### src/logic/attrib_pkg.sv
// Purpose: shared constants for the type B attribute command checker
// Assumes: byte-level frames decoded upstream on the same clock
// Notes:   register offsets are byte addresses of aligned 32-bit words
package attrib_pkg;
  // frame layout
  localparam logic [7:0]  CMD_ATTRIB     = 8'h1D;
  localparam logic [3:0]  FRAME_LEN      = 4'hB;   // cmd, 4 id, 4 params, 2 crc
  localparam logic [3:0]  IDX_CMD        = 4'h0;
  localparam logic [3:0]  IDX_ID0        = 4'h1;
  localparam logic [3:0]  IDX_ID3        = 4'h4;
  localparam logic [3:0]  IDX_P1         = 4'h5;
  localparam logic [3:0]  IDX_P4         = 4'h8;
  localparam logic [3:0]  CNT_MAX        = 4'hF;
  // parameter checks and reply
  localparam logic [3:0]  PROTO_TYPE     = 4'h1;
  localparam logic [3:0]  P3_UPPER       = 4'h0;
  localparam logic [3:0]  CID_NONE       = 4'h0;
  localparam logic [1:0]  RATE_106       = 2'h0;
  localparam logic [1:0]  RATE_212       = 2'h1;
  localparam logic [3:0]  FSIZE_256      = 4'h8;
  localparam logic [3:0]  FSIZE_128      = 4'h7;
  localparam logic [3:0]  FSIZE_96       = 4'h6;
  localparam logic [3:0]  FSIZE_64       = 4'h5;
  localparam logic [3:0]  BUF_LEN_CODE   = 4'h1;
  localparam logic [7:0]  ATTRIB_REPLY   = {BUF_LEN_CODE, CID_NONE};
  // crc_b: reflected ccitt, init all ones, residue over data plus crc
  localparam logic [15:0] CRC_INIT       = 16'hFFFF;
  localparam logic [15:0] CRC_POLY_REFL  = 16'h8408;
  localparam logic [15:0] CRC_RESIDUE    = 16'hF0B8;
  // timing, fs in kHz, clock in MHz
  localparam int          FS_KHZ         = 848;
  localparam int          CLOCK_MHZ      = 125;
  localparam int          REPLY_DELAY_FS = 64;
  localparam int          SUB_LEAD_FS    = 80;
  localparam int          REPLY_DELAY_NS = (REPLY_DELAY_FS * 1000000 + FS_KHZ - 1) / FS_KHZ;
  localparam int          SUB_LEAD_NS    = (SUB_LEAD_FS * 1000000 + FS_KHZ - 1) / FS_KHZ;
  localparam int          REPLY_DELAY_CYC = (REPLY_DELAY_NS * CLOCK_MHZ + 999) / 1000;
  localparam int          SUB_LEAD_CYC   = (SUB_LEAD_NS * CLOCK_MHZ + 999) / 1000;
  // register map
  localparam logic [7:0]  REG_PUPI       = 8'h00;
  localparam logic [7:0]  REG_STATUS     = 8'h04;
  localparam logic [7:0]  REG_CTRL       = 8'h08;
  localparam logic [7:0]  REG_PARAMS     = 8'h0C;
  localparam logic [31:0] PUPI_RESET     = 32'h0000_0000;
  localparam int          CTRL_DESELECT  = 0;
  localparam int          CTRL_CLR_REJ   = 1;
  // main states
  typedef enum logic [1:0] {
    ST_IDLE   = 2'b01,
    ST_ACTIVE = 2'b10
  } state_t;
endpackage

### src/logic/crc_b_check.sv
// Purpose: running crc_b over a received frame, residue compare
// Assumes: clear_i marks the start of a frame, bytes arrive lsb first
// Notes:   match_o is valid once the trailing crc bytes have been fed
`timescale 1ns/100ps
module crc_b_check
(
  input  wire logic       clock_i,
  input  wire logic       nrst_i,
  input  wire logic       clear_i,
  input  wire logic       byte_valid_i,
  input  wire logic [7:0] byte_i,
  output logic            match_o
);
  logic [15:0] crc_ff;
  logic [15:0] base;
  logic [15:0] nxt_crc;

  // one byte through the reflected polynomial
  function automatic logic [15:0] crc_step(input logic [15:0] c, input logic [7:0] d);
    logic [15:0] r;
    r = c ^ {8'h00, d};
    for (int i = 0; i < 8; i++)
    begin
      r = r[0] ? ((r >> 1) ^ attrib_pkg::CRC_POLY_REFL) : (r >> 1);
    end
    return r;
  endfunction

  // clear restarts, a byte in the same cycle counts as the first
  assign base    = clear_i ? attrib_pkg::CRC_INIT : crc_ff;
  assign nxt_crc = byte_valid_i ? crc_step(base, byte_i) : base;
  assign match_o = (crc_ff == attrib_pkg::CRC_RESIDUE);

  // crc register
  always_ff @(posedge clock_i or negedge nrst_i)
  begin
    if (!nrst_i)
      crc_ff <= attrib_pkg::CRC_INIT;
    else
      crc_ff <= nxt_crc;
  end
endmodule

### config.mk
export PLATFORM = sky130hd
export DESIGN_NAME = crc_b_check
export DESIGN_NICKNAME = d
export VERILOG_FILES = /design/src/logic/attrib_pkg.sv /design/src/logic/crc_b_check.sv
export SDC_FILE = /design/constraint.sdc
export NUM_CORES = 1
export LEC_CHECK = 0
export BUFFER_PORTS_ARGS = -buffer_cell sky130_fd_sc_hd__buf_2
export CAP_MARGIN = 15
export CORE_ASPECT_RATIO = 1.5
export CORE_MARGIN = 1.5
export CORE_UTILIZATION = 50
export DETAILED_ROUTE_END_ITERATION = 6
export GPL_TIMING_DRIVEN = 0
export PLACE_DENSITY = 0.71
export SLEW_MARGIN = 10
export SYNTH_ARGS = -nofsm -noshare
export SYNTH_HDL_FRONTEND = slang
export SYNTH_SLANG_ARGS = --single-unit
### constraint.sdc
create_clock -name clock_i -period 2.1 [get_ports clock_i]
set_clock_uncertainty 0.1 [all_clocks]
set_input_delay 0.315 -clock clock_i [delete_from_list [all_inputs] [get_ports clock_i]]
set_output_delay 0.315 -clock clock_i [all_outputs]
set_load 0.01 [all_outputs]
==> metrics.yaml <==
logic_synthesis:
  yosysUniqueCellTypes: 34
  synth_nets: 130
  netlist_area_um2: 1100
  synth_seq_cells: 16
  synth_ff_type: "dfstp_2"
  async_reset_ff_share_pct: 100
  synth-seq-area-share_pct: 38.1
  syn_area_per_cell_um2: 9.36
  syn_inst: 118
  yosys_warnings: 0
  synth_edf_count: 0
worst_setup_path:
  crit_path_start_kind: "flip-flop"
  r2r_cells: 5
  worst-setup-path-type: "flip-flop to primary output"
  worst_ep_required_time_ps: 1680
  r2r-end: "crc_ff[3]"
  crit_fanout: 2
  cp-end-kind: "primary output"
  rr_startpoint: "crc_ff[3]"
  arrival_ps: 1610
  r2r_slack_ps: 360
global_route:
  globalRouteTotalUtil_pct: 23.3
  grt_overflow: 0
  grt_pass1_wl_mm: 3.87
  grt_pass1_vias: 889
  grt_max_degree: 17
  grt_antenna_before_repair: 0
clocking:
  cts_buffers: 3
  postCtsSetupBuffers: 0
  clk_pin_slew_ps: 90
  cts-root-buf: "clkbuf_4"
  clkLatencyLatePin_ps: 290
  h-tree-depth: 1
  cts_tree: "done"
  clkSinkCount: 16
  cts_buffer_depth: 2
sta:
  min_period_ps: 2030
  report.final.hold_viol_count: 0
  rsz0062_at_grt: "no"
  fin_crit_sh_pct: 96.5
  slew_headroom_pct: 63.6
  tns_ps: 0
  fmax_ghz: 0.494
  slew_viol_final: 0
  setup_viol: 0
  tightest_slew_ps: 546
  final.setup.worst_slack_ps: 74.4
floorplan:
  dieArea_um2: 2510
  num_rows: 20
  start_util_pct: 53.8
  die_height_um: 60.6
  coreArea_um2: 2050
  ios: 13
  die_w_um: 41.4
drt:
  dr_wl_met2_mm: 1.35
  wl_met3_um: 62
  drc: 0
  drt-initial-drc-count: 30
  vias: 935
  first_pass_iters: 4
  vias_per_cell: 6.03
  ant_nets: 0
  routedWlPerCell_um: 16.4
  routed.top_layer: "met4"
  wl_met1_mm: 1.08
  drt_wl_total_mm: 2.54
placed_design:
  place_area_um2: 1190
  globalplace.congestion: 0.827
  portBuffers: 12
  dp_hpwl_mm: 1.88
  dp_slack_ps: 352
power_and_ir_drop:
  powerDensity_nw_per_um2: 1020
  leakage_uw: 0.000512
  peakVddDrop_mv: 0.651
finish:
  diodes: 0
  drive_gt1_share_pct: 27.8
  reg_top3: "crc_ff (16)"
  stdcell_area_um2: 1220
  syn_to_final_growth_pct: 10.5
  layout.nets: 147
  largest_reg_flops: 16
  regMostFlops: "crc_ff"
outcome:
  status: "complete, no violations"
worst_hold_path:
  hp-class: "input port to async pin"
flow_run:
  cap_violations: 0
==> cell usage after synthesis, drive strengths merged, types with 2 or more instances <==
cell,count,area [µm²]
or3,3,18.8
mux2i,2,20.0
a21oi,3,15.0
o22a,3,26.3
nor3,4,20.0
buf,2,8.75
dfstp,16,420
xor2,5,43.8
xnor2,10,95.1
xnor3,3,67.6
nand2b,5,31.3
o211ai,2,15.0
clkbuf,4,15.0
a31oi,9,56.3
o311a,2,20.0
nor2,21,86.3
o21ai,5,25.0
inv,7,26.3
==> power breakdown <==
group	switching, µW	leakage, µW	total (µW)	internal, µW
clock	96.8	0.0000138	164	66.8
sequential	118	0.000169	590	471
combinational	242	0.000330	489	247
total	457	0.000512	1240	785
==> through the flow <==
step,std cells,hold WS (ps),power [µW],util [%]
2_1_floorplan,118,67.2,949,-
3_3_place_gp,152,418,1050,58.1
3_5_place_dp,152,419,1070,58.1
4_1_cts,155,121,1230,59.2
5_1_grt,155,147,1330,59.5
6_report,155,110,1240,59.5
==> area by class of cell <==
| type | count | area, µm² |
|---|---|---|
| Fill cell | 195 | 831 |
| Multi-Input combinational cell | 89 | 641 |
| Sequential cell | 16 | 420 |
| Timing Repair Buffer | 12 | 60.1 |
| Tap cell | 22 | 27.5 |
| Inverter | 7 | 26.3 |
| Buffer | 6 | 23.8 |
| Clock buffer | 3 | 22.5 |
==> cell usage in the layout, fill, tap and decap left out, drive strengths merged, types with 5 or more instances in the layout <==
cell type / count
nor2: 21
nand2b: 5
dfstp: 16
clkbuf: 7
xor2: 5
o21ai: 5
inv: 7
buf: 14
a31oi: 9
xnor2: 10
==> metal layers <==
metal	vias up	global-route usage (%)
li1	446	-
met1	466	26.7
met2	17	42.2
met3	6	2.20
met4	0	8.76
met5	-	0
==> kinds of logic after synthesis <==
| logic type | Yosys count | synth area share [%] |
|---|---|---|
| buf+inv | 13 | 4.53 |
| mux | 2 | 1.81 |
| flops | 16 | 38.1 |
| compound gates | 28 | 17.9 |
| simple gates | 41 | 19.0 |
| xor+xnor | 18 | 18.7 |
==> critical path, stage by stage (launching register included) <==
cell and delay, ps:
dfstp_2 540, inv_1 70, nor4_2 220, nand4_1 140, nor3_1 190, buf_2 150
==> timing repair <==
| item | in CTS | in global routing |
|---|---|---|
| endpoints found under the setup margin | 0 | 1 |
| hold buffers | 0 | 0 |
| resized for setup | 0 | 1 |
==> worst max path at each step <==
stage / start / to / slack [ps]
after CTS: crc_ff[15] / match_o / 50
after detailed placement: byte_valid_i / crc_ff[10] / 350
after global routing: crc_ff[15] / match_o / 10
after floorplan: crc_ff[3] / crc_ff[3] / 480
final: crc_ff[15] / match_o / 70
after global placement: byte_i[2] / crc_ff[9] / 370
No activity file was read; power rests on OpenSTA's default activity.
